File: src/core/bst_pkg.sv
// Constants, opcodes and controller states shared by the boundary-scan port design.
package bst_pkg;

  // ----------------------------------------------------------------------------
  // Register lengths
  // ----------------------------------------------------------------------------
  localparam int unsigned IR_LEN      = 3;
  localparam int unsigned BSR_LEN_S   = 273;
  localparam int unsigned BSR_LEN_M   = 417;
  localparam int unsigned BSR_LEN_L   = 465;
  localparam int unsigned BSR_LEN_XL  = 645;
  localparam int unsigned BUF_WIDTH   = 1;

  // ----------------------------------------------------------------------------
  // Instruction opcodes and reset values
  // ----------------------------------------------------------------------------
  localparam logic [IR_LEN-1:0] OP_EXTEST   = 3'h0;
  localparam logic [IR_LEN-1:0] OP_SAMPLE   = 3'h5;
  localparam logic [IR_LEN-1:0] OP_BYPASS   = 3'h7;
  localparam logic [IR_LEN-1:0] IR_CAPTURE  = 3'h1;
  localparam logic              BYP_CAPTURE = 1'h0;
  localparam logic              PIN_IDLE    = 1'h1;

  // ----------------------------------------------------------------------------
  // Test access port controller states
  // ----------------------------------------------------------------------------
  typedef enum logic [3:0] {
    ST_RESET,
    ST_IDLE,
    ST_SEL_DR,
    ST_CAP_DR,
    ST_SHIFT_DR,
    ST_EXIT1_DR,
    ST_PAUSE_DR,
    ST_EXIT2_DR,
    ST_UPD_DR,
    ST_SEL_IR,
    ST_CAP_IR,
    ST_SHIFT_IR,
    ST_EXIT1_IR,
    ST_PAUSE_IR,
    ST_EXIT2_IR,
    ST_UPD_IR
  } bst_state_e;

endpackage : bst_pkg

File: src/core/bst_buf2.sv
// Two-entry valid/ready buffer for the serial output bits.
`timescale 1ns/100ps
`default_nettype none

module bst_buf2 #(
  parameter int unsigned WIDTH = bst_pkg::BUF_WIDTH
) (
  input  wire logic             clock,
  input  wire logic             nrst,
  input  wire logic             in_valid,
  output logic                  in_ready,
  input  wire logic [WIDTH-1:0] in_data,
  output logic                  out_valid,
  input  wire logic             out_ready,
  output logic      [WIDTH-1:0] out_data
);

  logic [WIDTH-1:0] mem_reg [2];
  logic             wr_ptr_reg;
  logic             rd_ptr_reg;
  logic [1:0]       count_reg;
  logic             push;
  logic             pop;

  assign in_ready  = (count_reg != 2'h2);
  assign out_valid = (count_reg != 2'h0);
  assign out_data  = mem_reg[rd_ptr_reg];
  assign push      = in_valid & in_ready;
  assign pop       = out_valid & out_ready;

  always_ff @(posedge clock or negedge nrst) begin
    if (!nrst) begin
      mem_reg[0] <= '0;
      mem_reg[1] <= '0;
    end else if (push) begin
      mem_reg[wr_ptr_reg] <= in_data;
    end
  end

  always_ff @(posedge clock or negedge nrst) begin
    if (!nrst) begin
      wr_ptr_reg <= 1'h0;
      rd_ptr_reg <= 1'h0;
      count_reg  <= 2'h0;
    end else begin
      if (push) begin
        wr_ptr_reg <= ~wr_ptr_reg;
      end
      if (pop) begin
        rd_ptr_reg <= ~rd_ptr_reg;
      end
      count_reg <= count_reg + {1'h0, push} - {1'h0, pop};
    end
  end

endmodule : bst_buf2

`default_nettype wire

File: src/core/bst_bsr.sv
// Boundary-scan register: capture, shift and update stages for every pin cell.
`timescale 1ns/100ps
`default_nettype none

module bst_bsr #(
  parameter int unsigned LEN = bst_pkg::BSR_LEN_S
) (
  input  wire logic           clock,
  input  wire logic           nrst,
  input  wire logic           capture_en,
  input  wire logic           shift_en,
  input  wire logic           update_en,
  input  wire logic           scan_in,
  input  wire logic           drive_test,
  input  wire logic [LEN-1:0] pin_in,
  input  wire logic [LEN-1:0] core_out,
  output logic                scan_out,
  output logic      [LEN-1:0] pin_out
);

  logic [LEN-1:0] cap_reg;
  logic [LEN-1:0] upd_reg;

  assign scan_out = cap_reg[0];

  genvar i;
  generate
    for (i = 0; i < LEN; i++) begin : g_cell
      logic shift_src;
      if (i == LEN - 1) begin : g_top
        assign shift_src = scan_in;
      end else begin : g_mid
        assign shift_src = cap_reg[i+1];
      end

      always_ff @(posedge clock or negedge nrst) begin
        if (!nrst) begin
          cap_reg[i] <= 1'h0;
        end else if (capture_en) begin
          cap_reg[i] <= pin_in[i];
        end else if (shift_en) begin
          cap_reg[i] <= shift_src;
        end
      end

      always_ff @(posedge clock or negedge nrst) begin
        if (!nrst) begin
          upd_reg[i] <= 1'h0;
        end else if (update_en) begin
          upd_reg[i] <= cap_reg[i];
        end
      end

      // Core logic keeps the pin unless a pin-driving instruction is in force.
      always_ff @(posedge clock or negedge nrst) begin
        if (!nrst) begin
          pin_out[i] <= 1'h0;
        end else begin
          pin_out[i] <= drive_test ? upd_reg[i] : core_out[i];
        end
      end
    end
  endgenerate

endmodule : bst_bsr

`default_nettype wire

File: src/core/bst_tap.sv
// Boundary-scan test access port: controller, instruction, bypass and output path.
`timescale 1ns/100ps
`default_nettype none

module bst_tap #(
  parameter int unsigned BSR_LEN = bst_pkg::BSR_LEN_S
) (
  input  wire logic               clock,
  input  wire logic               nrst,
  input  wire logic               tck,
  input  wire logic               tms,
  input  wire logic               tdi,
  output logic                    tdo,
  output logic                    tdo_oe,
  input  wire logic [BSR_LEN-1:0] pin_in,
  input  wire logic [BSR_LEN-1:0] core_out,
  output logic      [BSR_LEN-1:0] pin_out,
  output logic      [2:0]         instr,
  output logic                    in_reset
);

  // ----------------------------------------------------------------------------
  // Instruction decode
  // ----------------------------------------------------------------------------
  function automatic logic sel_bsr(input logic [bst_pkg::IR_LEN-1:0] op);
    sel_bsr = (op == bst_pkg::OP_EXTEST) || (op == bst_pkg::OP_SAMPLE);
  endfunction : sel_bsr

  function automatic logic is_shift(input bst_pkg::bst_state_e st);
    is_shift = (st == bst_pkg::ST_SHIFT_DR) || (st == bst_pkg::ST_SHIFT_IR);
  endfunction : is_shift

  logic                        tck_s1_reg;
  logic                        tck_s2_reg;
  logic                        tck_s3_reg;
  logic                        tms_s1_reg;
  logic                        tms_s2_reg;
  logic                        tdi_s1_reg;
  logic                        tdi_s2_reg;
  logic                        tck_rise;
  logic                        tck_fall;
  logic                        rise_pend_reg;
  logic                        rise_act;
  logic                        tms_hold_reg;
  logic                        tdi_hold_reg;
  logic                        tms_use;
  logic                        tdi_use;
  bst_pkg::bst_state_e         state_reg;
  bst_pkg::bst_state_e         state_next;
  logic [bst_pkg::IR_LEN-1:0]  ir_sh_reg;
  logic [bst_pkg::IR_LEN-1:0]  instr_reg;
  logic                        byp_reg;
  logic                        bsr_out;
  logic                        bsr_cap;
  logic                        bsr_shift;
  logic                        bsr_upd;
  logic                        ser_bit;
  logic                        buf_in_valid;
  logic                        buf_in_ready;
  logic                        buf_out_valid;
  logic [0:0]                  buf_out_data;

  // ----------------------------------------------------------------------------
  // Pin synchronisers
  // ----------------------------------------------------------------------------
  // The tms and tdi flops reset high so that a floating test input behaves as if pulled up.
  always_ff @(posedge clock or negedge nrst) begin
    if (!nrst) begin
      tms_s1_reg <= bst_pkg::PIN_IDLE;
      tms_s2_reg <= bst_pkg::PIN_IDLE;
      tdi_s1_reg <= bst_pkg::PIN_IDLE;
      tdi_s2_reg <= bst_pkg::PIN_IDLE;
    end else begin
      tms_s1_reg <= tms;
      tms_s2_reg <= tms_s1_reg;
      tdi_s1_reg <= tdi;
      tdi_s2_reg <= tdi_s1_reg;
    end
  end

  always_ff @(posedge clock or negedge nrst) begin
    if (!nrst) begin
      tck_s1_reg <= 1'h0;
      tck_s2_reg <= 1'h0;
      tck_s3_reg <= 1'h0;
    end else begin
      tck_s1_reg <= tck;
      tck_s2_reg <= tck_s1_reg;
      tck_s3_reg <= tck_s2_reg;
    end
  end

  // Test clock and data share the same synchroniser depth, so the data seen with
  // a detected edge is the data that stood at the pins when that edge arrived.
  assign tck_rise = tck_s2_reg & ~tck_s3_reg;
  assign tck_fall = ~tck_s2_reg & tck_s3_reg;

  // ----------------------------------------------------------------------------
  // Rising-edge scheduling
  // ----------------------------------------------------------------------------
  // A rising edge that meets a full output buffer is held pending rather than
  // lost; the buffer drains every cycle, so the wait is at most one cycle.
  assign rise_act = (tck_rise | rise_pend_reg) & buf_in_ready;
  assign tms_use  = rise_pend_reg ? tms_hold_reg : tms_s2_reg;
  assign tdi_use  = rise_pend_reg ? tdi_hold_reg : tdi_s2_reg;

  always_ff @(posedge clock or negedge nrst) begin
    if (!nrst) begin
      rise_pend_reg <= 1'h0;
      tms_hold_reg  <= bst_pkg::PIN_IDLE;
      tdi_hold_reg  <= bst_pkg::PIN_IDLE;
    end else if (tck_rise && !buf_in_ready) begin
      rise_pend_reg <= 1'h1;
      tms_hold_reg  <= tms_s2_reg;
      tdi_hold_reg  <= tdi_s2_reg;
    end else if (rise_act) begin
      rise_pend_reg <= 1'h0;
    end
  end

  // ----------------------------------------------------------------------------
  // Controller
  // ----------------------------------------------------------------------------
  always_comb begin
    state_next = state_reg;
    unique case (state_reg)
      bst_pkg::ST_RESET:    state_next = tms_use ? bst_pkg::ST_RESET   : bst_pkg::ST_IDLE;
      bst_pkg::ST_IDLE:     state_next = tms_use ? bst_pkg::ST_SEL_DR  : bst_pkg::ST_IDLE;
      bst_pkg::ST_SEL_DR:   state_next = tms_use ? bst_pkg::ST_SEL_IR  : bst_pkg::ST_CAP_DR;
      bst_pkg::ST_CAP_DR:   state_next = tms_use ? bst_pkg::ST_EXIT1_DR : bst_pkg::ST_SHIFT_DR;
      bst_pkg::ST_SHIFT_DR: state_next = tms_use ? bst_pkg::ST_EXIT1_DR : bst_pkg::ST_SHIFT_DR;
      bst_pkg::ST_EXIT1_DR: state_next = tms_use ? bst_pkg::ST_UPD_DR  : bst_pkg::ST_PAUSE_DR;
      bst_pkg::ST_PAUSE_DR: state_next = tms_use ? bst_pkg::ST_EXIT2_DR : bst_pkg::ST_PAUSE_DR;
      bst_pkg::ST_EXIT2_DR: state_next = tms_use ? bst_pkg::ST_UPD_DR  : bst_pkg::ST_SHIFT_DR;
      bst_pkg::ST_UPD_DR:   state_next = tms_use ? bst_pkg::ST_SEL_DR  : bst_pkg::ST_IDLE;
      bst_pkg::ST_SEL_IR:   state_next = tms_use ? bst_pkg::ST_RESET   : bst_pkg::ST_CAP_IR;
      bst_pkg::ST_CAP_IR:   state_next = tms_use ? bst_pkg::ST_EXIT1_IR : bst_pkg::ST_SHIFT_IR;
      bst_pkg::ST_SHIFT_IR: state_next = tms_use ? bst_pkg::ST_EXIT1_IR : bst_pkg::ST_SHIFT_IR;
      bst_pkg::ST_EXIT1_IR: state_next = tms_use ? bst_pkg::ST_UPD_IR  : bst_pkg::ST_PAUSE_IR;
      bst_pkg::ST_PAUSE_IR: state_next = tms_use ? bst_pkg::ST_EXIT2_IR : bst_pkg::ST_PAUSE_IR;
      bst_pkg::ST_EXIT2_IR: state_next = tms_use ? bst_pkg::ST_UPD_IR  : bst_pkg::ST_SHIFT_IR;
      bst_pkg::ST_UPD_IR:   state_next = tms_use ? bst_pkg::ST_SEL_DR  : bst_pkg::ST_IDLE;
    endcase
  end

  always_ff @(posedge clock or negedge nrst) begin
    if (!nrst) begin
      state_reg <= bst_pkg::ST_RESET;
    end else if (rise_act) begin
      state_reg <= state_next;
    end
  end

  assign in_reset = (state_reg == bst_pkg::ST_RESET);

  // ----------------------------------------------------------------------------
  // Instruction register
  // ----------------------------------------------------------------------------
  always_ff @(posedge clock or negedge nrst) begin
    if (!nrst) begin
      ir_sh_reg <= bst_pkg::IR_CAPTURE;
    end else if (rise_act) begin
      if (state_reg == bst_pkg::ST_CAP_IR) begin
        ir_sh_reg <= bst_pkg::IR_CAPTURE;
      end else if (state_reg == bst_pkg::ST_SHIFT_IR) begin
        ir_sh_reg <= {tdi_use, ir_sh_reg[bst_pkg::IR_LEN-1:1]};
      end
    end
  end

  // The instruction loads on the falling edge of update, as the pins expect; test-logic-reset forces bypass.
  always_ff @(posedge clock or negedge nrst) begin
    if (!nrst) begin
      instr_reg <= bst_pkg::OP_BYPASS;
    end else if (state_reg == bst_pkg::ST_RESET) begin
      instr_reg <= bst_pkg::OP_BYPASS;
    end else if (tck_fall && state_reg == bst_pkg::ST_UPD_IR) begin
      instr_reg <= ir_sh_reg;
    end
  end

  assign instr = instr_reg;

  // ----------------------------------------------------------------------------
  // Bypass register
  // ----------------------------------------------------------------------------
  always_ff @(posedge clock or negedge nrst) begin
    if (!nrst) begin
      byp_reg <= bst_pkg::BYP_CAPTURE;
    end else if (rise_act && !sel_bsr(instr_reg)) begin
      if (state_reg == bst_pkg::ST_CAP_DR) begin
        byp_reg <= bst_pkg::BYP_CAPTURE;
      end else if (state_reg == bst_pkg::ST_SHIFT_DR) begin
        byp_reg <= tdi_use;
      end
    end
  end

  // ----------------------------------------------------------------------------
  // Boundary-scan register
  // ----------------------------------------------------------------------------
  assign bsr_cap   = rise_act && sel_bsr(instr_reg) && (state_reg == bst_pkg::ST_CAP_DR);
  assign bsr_shift = rise_act && sel_bsr(instr_reg) && (state_reg == bst_pkg::ST_SHIFT_DR);
  assign bsr_upd   = tck_fall && sel_bsr(instr_reg) && (state_reg == bst_pkg::ST_UPD_DR);

  bst_bsr #(
    .LEN (BSR_LEN)
  ) u_bsr (
    .clock      (clock),
    .nrst       (nrst),
    .capture_en (bsr_cap),
    .shift_en   (bsr_shift),
    .update_en  (bsr_upd),
    .scan_in    (tdi_use),
    .drive_test (instr_reg == bst_pkg::OP_EXTEST),
    .pin_in     (pin_in),
    .core_out   (core_out),
    .scan_out   (bsr_out),
    .pin_out    (pin_out)
  );

  // ----------------------------------------------------------------------------
  // Serial output path
  // ----------------------------------------------------------------------------
  always_comb begin
    if (state_reg == bst_pkg::ST_SHIFT_IR) begin
      ser_bit = ir_sh_reg[0];
    end else if (sel_bsr(instr_reg)) begin
      ser_bit = bsr_out;
    end else begin
      ser_bit = byp_reg;
    end
  end

  assign buf_in_valid = tck_fall && is_shift(state_reg);

  bst_buf2 #(
    .WIDTH (bst_pkg::BUF_WIDTH)
  ) u_buf (
    .clock     (clock),
    .nrst      (nrst),
    .in_valid  (buf_in_valid),
    .in_ready  (buf_in_ready),
    .in_data   (ser_bit),
    .out_valid (buf_out_valid),
    .out_ready (1'h1),
    .out_data  (buf_out_data)
  );

  // The output is released on a falling edge outside shifting, so it lets go of
  // the line in step with the point where it would otherwise have changed.
  always_ff @(posedge clock or negedge nrst) begin
    if (!nrst) begin
      tdo    <= 1'h0;
      tdo_oe <= 1'h0;
    end else if (buf_out_valid) begin
      tdo    <= buf_out_data[0];
      tdo_oe <= 1'h1;
    end else if (tck_fall && !is_shift(state_reg)) begin
      tdo_oe <= 1'h0;
    end
  end

endmodule : bst_tap

`default_nettype wire

File: config.mk
export PLATFORM = sky130hd
export DESIGN_NAME = bst_tap
export DESIGN_NICKNAME = d
export VERILOG_FILES = /design/src/core/bst_pkg.sv /design/src/core/bst_buf2.sv /design/src/core/bst_bsr.sv /design/src/core/bst_tap.sv
export SDC_FILE = /design/constraint.sdc
export NUM_CORES = 2
export LEC_CHECK = 0
export BUFFER_PORTS_ARGS = -buffer_cell sky130_fd_sc_hd__buf_2
export CAP_MARGIN = 20
export CORE_AREA = 2 2 322 324
export CTS_CLUSTER_SIZE = 16
export DETAILED_ROUTE_END_ITERATION = 16
export DIE_AREA = 0 0 324 326
export PLACE_DENSITY = 0.6
export SLEW_MARGIN = 10
export SYNTH_ARGS = -nofsm -noshare
export SYNTH_HDL_FRONTEND = slang
export SYNTH_SLANG_ARGS = --single-unit
File: constraint.sdc
create_clock -name clock -period 2.4 [get_ports clock]
set_input_delay 0.36 -clock clock [delete_from_list [all_inputs] [get_ports clock]]
set_output_delay 0.36 -clock clock [all_outputs]
set_load 0.02 [all_outputs]
==> impl_metrics.tcl <==
set metrics [dict create \
    status "complete, no violations" \
    post-route-period-util_pct 99.8 \
    worstSetupPathType "reg -> reg" \
    finalNetCount 4755 \
    syn_area_per_cell_um2 12.7 \
    async_flop_share_pct 100 \
    grt_use_total_pct 23.2 \
    drtPass1Iterations 5 \
    period_minus_slack_ns 2.40 \
    synth_area_leaders "dfrtp_1, mux2_2, mux2_1" \
    synth.largest_area_cell "dfrtp_1" \
    grt_first_pass_wirelength_mm 188 \
    synth_seq_cells 848 \
    ys_seq_area_share_pct 58.7 \
    area_delta_synth_final_pct 41.8 \
    setup_viol 0 \
    antenna_found_initial 25 \
    cts.path.max_buffers 3 \
    drt_iter0_drc 1775 \
    hold_path.class "in -> reg" \
    final_area_mm2 0.0513 \
    cap_viol_max_count 0 \
    htreeDepth 3 \
    finalNonFillerCells 5673 \
    design.die.area_mm2 0.106 \
    synth_warnings 0 \
    initial_core_util_pct 35.2 \
    grt_max_degree 93 \
    drc 0 \
    syn-cell-area_mm2 0.0362 \
    cts_made_buffers 94 \
    yosysMostFrequentCell "dfrtp_1" \
    finalHoldViolCount 0 \
    synth_common_cells "dfrtp_1, nor2_1, mux2_2" \
    synth_edf_count 0 \
    wirelength_mm 125 \
    cp-start-kind "flop" \
    rsz0062_at_grt "false" \
    vias 28900 \
    setup_tns_ns 0 \
    root_buffer "clkbuf_16" \
    power_mw 37.2 \
    ys.flop_type "dfrtp_1" \
    viasPerCell 5.09 \
    grt-ovfl-total 0 \
    dp_cells 4961 \
    p_leak_nw 23.0 \
    maxSlewViolCount 0 \
    io_buffers 829 \
    placed_cell_area_mm2 0.0427 \
    die_h_um 326 \
    ant_nets 0 \
    path_clk_slew_ns 0.06 \
    relSlewSlack_pct 53.5 \
    rows 118 \
    drive_gt1_share_pct 37.9 \
    ios 830 \
    arrival_ns 2.91 \
    p_per_area_mw_per_mm2 725 \
    synth_cells 2851 \
    die_w_um 324 \
    core_area_mm2 0.103 \
    wl_per_cell_um 22.1 \
    dpl.hpwl_mm 86.0 \
    cp_max_fo 25 \
    cts_tree "built" \
    end_kind "flop" \
    yosysTopAreaCellShare_pct 58.0 \
    required_ns 2.92 \
    worstMarginPinSlew_ns 0.697 \
    skew_ns 0.0159 \
    place.gp.congestion 0.816 \
    fmax_mhz 417 \
    peakVddDrop_v 0.000637 \
    synth_nets 3402 \
    grt_pass1_vias 30800 \
    clkLatencyLatePin_ns 0.67 \
    yosysUniqueCellTypes 47 \
    cts_sinks 848 \
]
[layout by cell type (no fill, tap or decap), drive strengths merged, types with 2 or more instances in the layout]
master | netlist | final
buf | 70 | 984
dfrtp | 838 | 838
mux2 | 555 | 555
dlygate4sd3 | 0 | 524
nor2 | 286 | 286
o21ai | 284 | 284
a21oi | 276 | 276
o31ai | 272 | 272
clkbuf | 181 | 134
clkinv | 0 | 22
nand2 | 16 | 16
diode | 0 | 13
bufinv | 0 | 11
dfstp | 10 | 10
inv | 6 | 8
nand2b | 6 | 6
mux2i | 6 | 6
nand3 | 5 | 5
nor3 | 4 | 4
xnor2 | 3 | 3
a211oi | 3 | 3
a31oi | 3 | 3
clkinvlp | 0 | 3
and2 | 2 | 2
nor2b | 2 | 2
o32a | 2 | 2
or4 | 2 | 2
[worst max-delay path, stage by stage, from the launching register on]
cell and delay, ns:
dfstp_2 0.60, xor2_1 0.37, nor3_4 0.13, buf_4 0.23, buf_12 0.18, a21oi_1 0.58
o31ai_1 0.15
[cell type report]
type                    count  area, um2
inverters                   6       25.0
diodes                     13       32.5
repair buffers           1508      11400
flip-flops and latches    848      21200
well taps                1380       1730
fillers                  8882      51300
multi-input cells        1746      13700
clock inverters            38        551
clock buffers             134       2710
[through the flow]
stage	hold WS, ns	worst slack [ns]	utilization [%]
detailed placement	0.348	0.0512	41.6
global placement	0.343	0.0486	41.6
floorplan	0.0644	0.362	-
CTS	0.00284	0.00407	49.9
finish	0.0566	0.00418	50.0
global route	0.0116	0.00327	50.0
[logic make-up after synthesis]
kind of cell	synth area share [%]
compound gates	16.3
xor+xnor	0.0969
buf+inv	3.73
flops	58.7
mux	17.4
simple gates	3.73
[power by group]
| part | switching [mW] | leakage [nW] | internal [mW] |
|---|---|---|---|
| Sequential | 0.726 | 9.75 | 15.2 |
| Clock | 6.11 | 1.59 | 9.06 |
| Combinational | 3.62 | 11.6 | 2.48 |
| Total | 10.5 | 23.0 | 26.7 |
[path summary, 6_finish.rpt]
kind	cells after the start	startpoint	to	slack, ns
max	6	instr[2]	u_bsr.g_cell[140].shift_src	0.004
min	3	pin_in[19]	u_bsr.g_cell[18].shift_src	0.06
max reg2reg	6	instr[2]	u_bsr.g_cell[140].shift_src	0.004
min reg2reg	0	tdi_s1_reg	tdi_s2_reg	0.35
max in group asynchronous	4	nrst	u_bsr.pin_out[221]	1.25
min in group asynchronous	2	nrst	u_bsr.pin_out[92]	0.23
[routing by layer]
| metal | vias to the layer above | track usage, % | wire length, um |
|---|---|---|---|
| li1 | 13000 | - | - |
| met1 | 14700 | 29.8 | 52500 |
| met2 | 1008 | 39.3 | 61400 |
| met3 | 187 | 4.51 | 7590 |
| met4 | 18 | 7.57 | 3870 |
| met5 | - | 0 | 119 |
[timing repair]
action / CTS / global route
hold endpoints to repair: 559 / 0
pin swaps: 1 / 1
hold buffers: 524 / 0
buffers inserted: 3 / 0
gates cloned: 0 / 0
gates resized for setup: 6 / 3
setup endpoints to repair: 1 / 9
Note: power is estimated with default switching activity, not from simulation.
